--- src/lcg_pkg.sv ---
// package for the gate-1 input selection block of a logic cell
// assumes an ahb-lite register bus with 32-bit data
package lcg_pkg;
  // ---------------------------------------------------------------
  // register map
  // ---------------------------------------------------------------
  localparam logic [11:0] GATE1_DATA_SELECT_OFS = 12'h000;
  localparam logic [11:0] GATE1_OUTPUT_OFS = 12'h004;
  localparam logic [7:0] GATE1_DATA_SELECT_RST = 8'h00;
  // ---------------------------------------------------------------
  // field positions of the selection register
  // ---------------------------------------------------------------
  localparam int D1_INV_POS = 0;
  localparam int D1_TRUE_POS = 1;
  localparam int D2_INV_POS = 2;
  localparam int D2_TRUE_POS = 3;
  localparam int D3_INV_POS = 4;
  localparam int D3_TRUE_POS = 5;
  localparam int D4_INV_POS = 6;
  localparam int D4_TRUE_POS = 7;
  // ---------------------------------------------------------------
  // ahb encodings
  // ---------------------------------------------------------------
  localparam logic [1:0] HTRANS_NONSEQ = 2'h2;
  localparam logic [1:0] HTRANS_SEQ = 2'h3;
  localparam logic [2:0] HSIZE_WORD = 3'h2;
endpackage

--- src/lcg_gate1_select.sv ---
// gate-1 input selection of a logic cell, ahb-lite register slave
// assumes data signals arrive synchronous to hclk from the cell
//
// What this block does
// - bit 5 set routes the true third data signal into gate 1.
// - bit 4 set routes the inverted third data signal into gate 1.
// - bit 3 set routes the true second data signal into gate 1.
// - bit 2 set routes the inverted second data signal into gate 1.
// - bit 1 set routes the true first data signal into gate 1.
// - bit 7 set routes the true fourth data signal into gate 1.
// - bit 6 set routes the inverted fourth data signal into gate 1.
//
// Design decisions made here: the placing of the registers and the AHB-Lite register port.
`timescale 1ns/1ns
module lcg_gate1_select (
  input wire logic hclk,
  input wire logic hresetn,
  input wire logic hsel,
  input wire logic [31:0] haddr,
  input wire logic [1:0] htrans,
  input wire logic hwrite,
  input wire logic [2:0] hsize,
  input wire logic [31:0] hwdata,
  input wire logic hready,
  output logic hreadyout,
  output logic hresp,
  output logic [31:0] hrdata,
  input wire logic [3:0] data_in,
  output logic [7:0] first_gate_signal
);
  // ---------------------------------------------------------------
  // address decode
  // ---------------------------------------------------------------
  function automatic logic is_ofs(input logic [31:0] a,
                                  input logic [11:0] o);
    is_ofs = (a[11:0] == o);
  endfunction

  // read word: selection register, gated-term view or zero
  function automatic logic [31:0] read_word(input logic [31:0] a,
                                            input logic [7:0] sel,
                                            input logic [7:0] view);
    logic [31:0] w;
    w = 32'h0000_0000;
    if (is_ofs(a, lcg_pkg::GATE1_DATA_SELECT_OFS)) begin
      w = {24'h00_0000, sel};
    end else if (is_ofs(a, lcg_pkg::GATE1_OUTPUT_OFS)) begin
      w = {24'h00_0000, view};
    end
    read_word = w;
  endfunction

  logic [7:0] gate1_data_select_q;
  logic wr_pend_q;
  logic [31:0] addr_q;
  logic [7:0] terms;
  logic take;

  // ---------------------------------------------------------------
  // named selection fields
  // ---------------------------------------------------------------
  logic gate1_d1_inverted_select;
  logic gate1_d1_true_select;
  logic gate1_d2_inverted_select;
  logic gate1_d2_true_select;
  logic gate1_d3_inverted_select;
  logic gate1_d3_true_select;
  logic gate1_d4_inverted_select;
  logic gate1_d4_true_select;
  logic [7:0] sel_vec;

  // first data signal fields
  assign gate1_d1_inverted_select =
    gate1_data_select_q[lcg_pkg::D1_INV_POS];
  assign gate1_d1_true_select = gate1_data_select_q[lcg_pkg::D1_TRUE_POS];
  // second data signal fields
  assign gate1_d2_inverted_select =
    gate1_data_select_q[lcg_pkg::D2_INV_POS];
  assign gate1_d2_true_select = gate1_data_select_q[lcg_pkg::D2_TRUE_POS];
  // third data signal fields
  assign gate1_d3_inverted_select =
    gate1_data_select_q[lcg_pkg::D3_INV_POS];
  assign gate1_d3_true_select = gate1_data_select_q[lcg_pkg::D3_TRUE_POS];
  // fourth data signal fields
  assign gate1_d4_inverted_select =
    gate1_data_select_q[lcg_pkg::D4_INV_POS];
  assign gate1_d4_true_select = gate1_data_select_q[lcg_pkg::D4_TRUE_POS];

  // fields packed back in gating order, inverted term at even bits
  assign sel_vec = {gate1_d4_true_select, gate1_d4_inverted_select,
                    gate1_d3_true_select, gate1_d3_inverted_select,
                    gate1_d2_true_select, gate1_d2_inverted_select,
                    gate1_d1_true_select, gate1_d1_inverted_select};

  // ---------------------------------------------------------------
  // named gated terms
  // ---------------------------------------------------------------
  logic term_d1_inv;
  logic term_d1_true;
  logic term_d2_inv;
  logic term_d2_true;
  logic term_d3_inv;
  logic term_d3_true;
  logic term_d4_inv;
  logic term_d4_true;

  // first data signal terms
  assign term_d1_inv = terms[0];
  assign term_d1_true = terms[1];
  // second data signal terms
  assign term_d2_inv = terms[2];
  assign term_d2_true = terms[3];
  // third data signal terms
  assign term_d3_inv = terms[4];
  assign term_d3_true = terms[5];
  // fourth data signal terms
  assign term_d4_inv = terms[6];
  assign term_d4_true = terms[7];

  assign take = hsel & hready & htrans[1];
  assign hreadyout = 1'b1; // zero wait states
  assign hresp = 1'b0; // always okay

  // address phase capture
  always_ff @(posedge hclk or negedge hresetn) begin
    if (!hresetn) begin
      wr_pend_q <= 1'b0;
      addr_q <= 32'h0000_0000;
    end else begin
      wr_pend_q <= take & hwrite;
      if (take) begin
        addr_q <= haddr;
      end
    end
  end

  // selection register write in the data phase
  always_ff @(posedge hclk or negedge hresetn) begin
    if (!hresetn) begin
      gate1_data_select_q <= lcg_pkg::GATE1_DATA_SELECT_RST;
    end else if (wr_pend_q &&
                 is_ofs(addr_q, lcg_pkg::GATE1_DATA_SELECT_OFS)) begin
      gate1_data_select_q <= hwdata[7:0];
    end
  end

  // read data registered at the address phase
  always_ff @(posedge hclk or negedge hresetn) begin
    if (!hresetn) begin
      hrdata <= 32'h0000_0000;
    end else if (take && !hwrite) begin
      hrdata <= read_word(haddr, gate1_data_select_q, first_gate_signal);
    end
  end

  // ---------------------------------------------------------------
  // term selection
  // ---------------------------------------------------------------
  // per-bit gating of true and inverted data
  lcg_term_gate u_gate (
    .sel(sel_vec),
    .data_in(data_in),
    .terms(terms)
  );

  // selected terms registered toward the combiner
  always_ff @(posedge hclk or negedge hresetn) begin
    if (!hresetn) begin
      first_gate_signal <= 8'h00;
    end else begin
      first_gate_signal <= {term_d4_true, term_d4_inv,
                            term_d3_true, term_d3_inv,
                            term_d2_true, term_d2_inv,
                            term_d1_true, term_d1_inv};
    end
  end
endmodule

--- src/lcg_term_gate.sv ---
// term gating for the four data signals of gate 1
// assumes selection bits and data signals on the same clock
`timescale 1ns/1ns
module lcg_term_gate (
  input wire logic [7:0] sel,
  input wire logic [3:0] data_in,
  output logic [7:0] terms
);
  // each data signal yields an inverted term (even) and a true term (odd)
  genvar i;
  generate
    for (i = 0; i < 4; i++) begin : g_term
      assign terms[2*i] = sel[2*i] & ~data_in[i];
      assign terms[2*i+1] = sel[2*i+1] & data_in[i];
    end
  endgenerate
endmodule

--- config.mk ---
export PLATFORM = sky130hd
export DESIGN_NAME = lcg_gate1_select
export DESIGN_NICKNAME = d
export VERILOG_FILES = /design/src/lcg_pkg.sv /design/src/lcg_gate1_select.sv /design/src/lcg_term_gate.sv
export SDC_FILE = /design/constraint.sdc
export NUM_CORES = 1
export LEC_CHECK = 0
export ABC_AREA = 1
export BUFFER_PORTS_ARGS = -buffer_cell sky130_fd_sc_hd__buf_4
export CORE_MARGIN = 5
export CORE_UTILIZATION = 42
export CTS_CLUSTER_DIAMETER = 50
export DETAILED_ROUTE_END_ITERATION = 6
export PLACE_DENSITY_LB_ADDON = 0.2
export SLEW_MARGIN = 10
export SYNTH_ARGS = -nofsm -noshare
export SYNTH_HDL_FRONTEND = slang
export SYNTH_SLANG_ARGS = --single-unit
export TNS_END_PERCENT = 1
--- constraint.sdc ---
create_clock -name hclk -period 1.75 [get_ports hclk]
set_clock_uncertainty 0.2 [all_clocks]
set_input_delay 0.35 -clock hclk [delete_from_list [all_inputs] [get_ports hclk]]
set_output_delay 0.35 -clock hclk [all_outputs]
set_load 0.02 [all_outputs]
Word level (Yosys, flattened, before mapping)
Index checks and enable logic that the tools add are counted.
W data, S select, Z words.
{"block": "classes", "n_eq_ne": 1, "n_mux": 2, "bitwise": 15, "reduce_logical": 5}
{"cell": "$logic_not A12 Y1", "n": 2}
{"cell": "$mux W8", "n": 2}
{"cell": "$eq A12 B3 Y1 const B", "n": 1}
{"cell": "$and A1 B1 Y1", "n": 11}
{"cell": "$not A1 Y1", "n": 4}
{"cell": "$logic_and A1 B1 Y1", "n": 2}
{"cell": "$logic_not A1 Y1", "n": 1}
{"block": "word_totals", "ff_bits": 61, "in_bits": 78, "out_inout_bits": 42, "wordCells": 28}

Logic depth before layout (Yosys ltp)
Gate-level depths: netlist of the first run.
{"block": "logic_depth", "ltp_word": 3, "depth_mapped": 8, "ltp_nobuf": 8}

Cells and area by module
A second synthesis of the first run with hierarchy kept.
{"block": "unflattened", "cells_unflattened": 220, "hier_area_um2": 1795.5}
{"mod": "lcg_gate1_select", "n_inst": 1, "cells_each": 204, "area_per_inst_um2": 1735.4, "seq_area_each_um2": 925.9}
{"mod": "lcg_term_gate", "n_inst": 1, "cells_each": 16, "area_per_inst_um2": 60.1, "seq_area_each_um2": 0.0}

Worst setup path after synthesis of the first run
No wires, ideal clock.
{"block": "synth_path", "kind": "reg2reg", "from": "reg addr_q[3]", "to": "reg gate1_data_select_q[0]", "setup_ns": 0.117, "arrival_time_ns": 1.014, "required_time_ns": 1.433, "setup_slack_ns": 0.419, "stages_incl_launch_ff": 7, "path_buffers": 0, "synth_period_minus_slack_ns": 1.331, "path_cell_list": "dfrtp_1 -> nor2_1 -> nand2_1 -> nor3_4 -> nand2_4 -> nand2_1 -> nand2_1"}
{"block": "synth_via", "elab_chain_len": 2}
{"element": "start: declaration", "line_no": "lcg_gate1_select.sv:55", "rtl": "logic [31:0] addr_q;"}
{"element": "start signal: assignment", "line_no": "lcg_gate1_select.sv:132", "rtl": "addr_q <= haddr;"}
{"element": "$logic_not A12 Y1", "line_no": "lcg_gate1_select.sv:36", "rtl": "is_ofs = (a[11:0] == o);"}
{"element": "$logic_and A1 B1 Y1", "line_no": "lcg_gate1_select.sv:141", "rtl": "end else if (wr_pend_q &&"}
{"element": "end signal: assignment", "line_no": "lcg_gate1_select.sv:140", "rtl": "gate1_data_select_q <= lcg_pkg::GATE1_DATA_SELECT_RST;"}
{"element": "end signal: assignment", "line_no": "lcg_gate1_select.sv:143", "rtl": "gate1_data_select_q <= hwdata[7:0];"}
{"element": "end: declaration", "line_no": "lcg_gate1_select.sv:53", "rtl": "logic [7:0] gate1_data_select_q;"}
No other way between the ends.
A chain may end at the register's enable or synchronous reset.

Worst setup path after layout of the first run
{"block": "layout_path", "from": "reg addr_q[3]", "to": "reg gate1_data_select_q[5]"}
Same word-level chain as after synthesis.

==> impl_metrics.toml, run 1 <==
[logic_synthesis]
yosys_most_used_dff = "dfrtp_1"
synth_edf_count = 0
async_flop_share = 1.000
synthTopCellsByCount = "59 x nand2_1, 37 x dfrtp_1, 28 x buf_4, 25 x nand3_1, 14 x nor2_1"
synth.most_common_cell = "nand2_1"
syn_area_per_cell_um2 = 8.746
synth_cells = 207
syn_area_um2 = 1810
synth-warning-count = 0
seq_area_frac_synth = 0.5114
synth_top_area_share = 0.5114
ys_seq_elements = 37
ys_types = 17
netlist_top_cells_area = "dfrtp_1 51%, nand2_1 12%, buf_4 12%"
yosysTopAreaCell = "dfrtp_1"

[setup_path]
r2r_slack_ns = 0.26
crit-reg2reg-capture = "gate1_data_select_q[5]"
r2r-start = "addr_q[3]"
cp.arrival_ns = 1.48
cpMaxStageDelayCell = "dfrtp_1"
crit_path_cell_trace = "nor2_1 > nand2_1 > nor3_4 > nand2_4 > nand2_1 > nand2_1"
crit_top_cell = "nand2_1"
worstPathRequired_ns = 1.74
crit_fanout = 9
max_stage_delay_ns = 0.38
crit_path_end_kind = "flop"
startpoint_type = "flop"
ff2ff_path_depth = 6
crit_type = "reg2reg"

[pwr]
leakage_uw = 0.001230
power.share.clock = 0.338
p_int_uw = 1325
pwr-share-comb = 0.140
switching_share = 0.2693
power.density_nw_per_um2 = 813.1
ir_worst_vdd_mv = 0.4328
p_total_uw = 1814
power.switching_uw = 488.4
p_seq_frac = 0.522

[route]
dr.pass1.iters = 4
ant_nets = 0
routed_wl_um = 3464
drt_iter0_drc = 64
viasPerCell = 4.285
vias = 1324
drc = 0
wire_per_inst_um = 11.21

[cells_and_area]
drive_above_1_share = 0.2703
stdcell_area_um2 = 2231
syn_to_final_growth_pct = 23.22
fin_nets = 337
antenna_cells = 0

[place]
io_buffers = 45
place_hpwl_um = 2707
gp_congestion = 0.7515
placed_cell_area_um2 = 2111
dp_slack_ns = 0.2285

[cts]
cts_sinks = 37
cts_tree = "yes"
htreeDepth = 2
worst_skew_pair.late_latency_ns = 0.29
cts_inserted_buffers = 5
cts_resized = 0
clockBufferDepth = 2
clkTransAtPathRegs_ns = 0.07
root_buffer = "clkbuf_8"

[sta]
finalCritPeriodShare = 0.8521
slew_viol_final = 0
final-setup-viol-count = 0
period_needed_ns = 1.491
rsz0062_at_grt = "false"
tns_ns = 0
max_freq_mhz = 670.6
final_hold_viol_count = 0
timing.final.ws_setup_ns = 0.2588

[floorplanning]
rows = 23
floorplan.initialDensity = 0.4430
boundaryPins = 120
die_h_um = 75.66
die_w_um = 75.66
coreArea_um2 = 4086
dieArea_um2 = 5724

[run_status]
status = "completed"

[global_route]
overflow = 0
grt_pass1_vias = 1328
grt_usage = 0.1383
grt_max_degree = 38
grt_pass1_wl_um = 5954
antenna_found_initial = 0

[hold_path]
hold_depth = 2
whs_endpoint = "first_gate_signal[0]"
hold_path_class = "in2reg"
hold_path.startpoint = "data_in[0]"

[flow_run]
cap_violations = 0
==> flip-flops by register name (all words and copies together), names as in the netlist <==
name                 cells
addr_q                  12
first_gate_signal        8
gate1_data_select_q      8
hrdata                   8
wr_pend_q                1
==> routing by layer <==
metal	routed length, µm	up-vias	global-route usage
met4	56	0	0.05437
met3	309	5	0.03298
met2	1579	53	0.2253
met1	1518	573	0.1780
met5	0	-	0
li1	-	693	-
==> critical path, delay by kind of cell, from the launching register on <==
kind             cells  cell delay [ns]
and+or+nand+nor      6             0.81
DFF                  1             0.38
==> cell usage in the layout, fill, tap and decap left out <==
| cell type | instances |
|---|---|
| nor2_4 | 2 |
| nor2_2 | 7 |
| nand3_1 | 25 |
| clkbuf_8 | 6 |
| nand4_1 | 1 |
| inv_1 | 12 |
| buf_12 | 1 |
| dfrtp_1 | 37 |
| inv_2 | 5 |
| nor3_4 | 1 |
| nand2_4 | 1 |
| nand2_1 | 59 |
| o21ai_1 | 2 |
| a21oi_1 | 4 |
| nand2_2 | 1 |
| buf_4 | 45 |
| conb_1 | 26 |
| nor2_1 | 14 |
| dlygate4sd3_1 | 3 |
| mux2_1 | 6 |
| clkinvlp_4 | 1 |
==> per-stage QoR <==
step,utilization,cells,hold WS [ns]
floorplan,-,231,-0.1456
global placement,0.5165,299,0.1369
finish,0.5459,309,0.01397
detailed placement,0.5165,299,0.1417
global route,0.5459,309,0.006267
CTS,0.5459,309,0.001378
==> power by group through the flow <==
stage	Sequential [µW]	Combinational [µW]	Clock [µW]
floorplan	968	177	0
global placement	961	247	0
detailed placement	965	251	0
CTS	948	257	636
global route	954	285	664
finish	947	253	613
==> worst max-delay path by stage <==
| stage | start | to | slack, ns |
|---|---|---|---|
| 2_1_floorplan | addr_q[3] | gate1_data_select_q[0] | 0.42 |
| 3_3_place_gp | haddr[5] | hrdata[2] | 0.23 |
| 3_5_place_dp | haddr[5] | hrdata[3] | 0.23 |
| 4_1_cts | addr_q[3] | gate1_data_select_q[5] | 0.23 |
| 5_1_grt | addr_q[3] | gate1_data_select_q[5] | 0.08 |
| 6_report | addr_q[3] | gate1_data_select_q[5] | 0.26 |
==> area by class of cell <==
class,count,area (µm²)
Inverter,17,63.81
Tap cell,50,62.56
Timing Repair Buffer,49,387.9
Fill cell,417,1856
Clock inverter,1,7.507
Multi-Input combinational cell,149,700.7
Sequential cell,37,925.9
Clock buffer,6,82.58
==> logic make-up after synthesis <==
family / after synthesis / synth area share
AND/OR/NAND/NOR: 111 / 0.2792
buffers and inverters: 45 / 0.1513
flip-flops: 37 / 0.5114
AO/OA/AOI/OAI: 6 / 0.01659
multiplexers: 6 / 0.03732
other: 2 / 0.004148
==> timing repair <==
| action | in CTS | in global routing |
|---|---|---|
| endpoints found under the hold margin | 39 | 0 |
| buffers inserted | 0 | 0 |
| hold buffers | 3 | 0 |
No activity file was read; power rests on OpenSTA's default activity.
==> run 2: changes to the inputs <==
==> constraint.sdc (replaced) <==
create_clock -name hclk -period 1.75 [get_ports hclk]
set_clock_uncertainty 0.2 [all_clocks]
set_input_delay 0.0875 -clock hclk [delete_from_list [all_inputs] [get_ports hclk]]
set_output_delay 0.0875 -clock hclk [all_outputs]
set_load 0.02 [all_outputs]
==> run 2 against run 1 <==
  * Die area unchanged
  * Sequential power about the same
  * Non-clock buffer count increased by 23
  * Largest cell class unchanged
  * Worst setup slack got worse by 0.033 ns
==> impl_metrics.toml, run 2 (synthesized netlist as in run 1, its figures left out) <==
[floorplanning]
dieArea_um2 = 5724
coreArea_um2 = 4086
rows = 23
die_w_um = 75.66
die_h_um = 75.66
boundaryPins = 120
floorplan.initialDensity = 0.4430

[cts]
clkTransAtPathRegs_ns = 0.07
root_buffer = "clkbuf_8"
cts_tree = "yes"
htreeDepth = 2
cts_inserted_buffers = 5
cts_sinks = 37
worst_skew_pair.late_latency_ns = 0.29
clockBufferDepth = 2

[cells_and_area]
syn_to_final_growth_pct = 34.83
drive_above_1_share = 0.2473
fillers = 380
fin_nets = 360
top_register = "addr_q"
final_cell_mix = "59 x nand2_1, 46 x buf_4, 37 x dfrtp_1, 26 x conb_1, 26 x dlygate4sd3_1"
layout_commonest_cell = "nand2_1"
stdcell_area_um2 = 2441
largest_reg_flops = 12
antenna_cells = 0

[global_route]
grt_usage = 0.1470
antenna_found_initial = 0
use_met1 = 0.1684
grt_pass1_wl_um = 6313
grt_max_degree = 38
use_met2 = 0.2560
overflow = 0
grt_pass1_vias = 1466
grt_use_met3 = 0.03694
grt.busiest_layer = "met2"

[pwr]
pwr-share-comb = 0.162
power.share.clock = 0.312
leakage_uw = 0.001322
switching_share = 0.2653
ir_worst_vdd_mv = 0.4658
power.density_nw_per_um2 = 736.7
power.switching_uw = 477.1
p_total_uw = 1798
p_int_uw = 1321
p_seq_frac = 0.526

[setup_path]
cpMaxStageDelayCell = "dlygate4sd3_1"
worstPathRequired_ns = 1.78
crit_top_cell = "nand2_1"
startpoint_type = "input port"
max_stage_delay_ns = 0.53
crit_fanout = 8
crit_type = "in2reg"
crit_path_cell_trace = "dlygate4sd3_1 > buf_4 > nor2_1 > nand2_1 > nor2_2 > nand3_1 > nand2_1 > nand2_1 > nand2_1"
cp.arrival_ns = 1.55
crit_path_end_kind = "flop"
r2r_slack_ns = 0.28

[flow_run]
cap_violations = 0

[route]
ant_nets = 0
wire_per_inst_um = 10.81
viasPerCell = 4.309
drc = 0
vias = 1435
routed_wl_um = 3601
dr.pass1.iters = 4
drt_iter0_drc = 60

[sta]
period_needed_ns = 1.524
tns_ns = 0
final-setup-viol-count = 0
max_freq_mhz = 656.1
final_hold_viol_count = 0
finalCritPeriodShare = 0.8710
slew_viol_final = 0
timing.final.ws_setup_ns = 0.2258
rsz0062_at_grt = "false"

[place]
io_buffers = 45
placed_cell_area_um2 = 2098
dp_slack_ns = 0.2655
gp_congestion = 0.7143
place_hpwl_um = 2675

[hold_path]
hold_path_class = "in2reg"

[run_status]
status = "completed"
[run 2: cell count changes in the layout (fill, tap and decap cells not counted), sizes merged]
cell,previous run,this run
clkinv,0,2
clkinvlp,1,0
dlygate4sd3,3,26
[run 2: worst max-delay path, delay by kind of cell]
kind	cells	cell delay (ns)
buffers and inverters	2	0.66
and+or+nand+nor	7	0.80
[run 2: area by class of cell]
| cell class | count | area, µm² | area share |
|---|---|---|---|
| clock buffers | 6 | 72.57 | 0.02973 |
| clock inverters | 2 | 10.01 | 0.004100 |
| inverters | 17 | 63.81 | 0.02614 |
| multi-input cells | 149 | 700.7 | 0.2870 |
| flip-flops and latches | 37 | 925.9 | 0.3793 |
| well taps | 50 | 62.56 | 0.02563 |
| repair buffers | 72 | 605.6 | 0.2481 |
[run 2: power groups by stage]
stage          clock, µW  sequential, µW  combinational, µW
2_1_floorplan          0             968                177
3_3_place_gp           0             961                244
3_5_place_dp           0             963                247
4_1_cts              584             947                294
5_1_grt              625             953                327
6_report             560             946                292
[run 2: through the flow]
| step | utilization | cells | hold slack, ns |
|---|---|---|---|
| detailed placement | 0.5135 | 299 | -0.1286 |
| floorplan | - | 231 | -0.4081 |
| global route | 0.5974 | 333 | 0.08251 |
| global placement | 0.5135 | 299 | -0.1236 |
| finish | 0.5974 | 333 | 0.07308 |
| CTS | 0.5974 | 333 | 0.06843 |
[run 2: path summary, 6_finish.rpt]
kind                           start                endpoint  cells after the start
max reg2reg                addr_q[3]  gate1_data_select_q[7]                      6
min in group asynchronous    hresetn               addr_q[2]                      2
min reg2reg                hrdata[6]               hrdata[6]                      2
max in group asynchronous    hresetn               hrdata[2]                      2
max                         haddr[5]               hrdata[2]                      9
min                           hready               wr_pend_q                      4
[run 2: repair_timing]
| action | in CTS | in global routing |
|---|---|---|
| gates resized for setup | 0 | 0 |
| setup buffers | 0 | 0 |
| hold endpoints to repair | 74 | 0 |
| hold buffers | 26 | 0 |
[run 2: routing by layer]
layer | vias to the layer above | part of all wire
met1 | 632 | 0.40
met2 | 56 | 0.48
met4 | 0 | 0.023
met5 | - | 0
li1 | 741 | -
met3 | 6 | 0.090
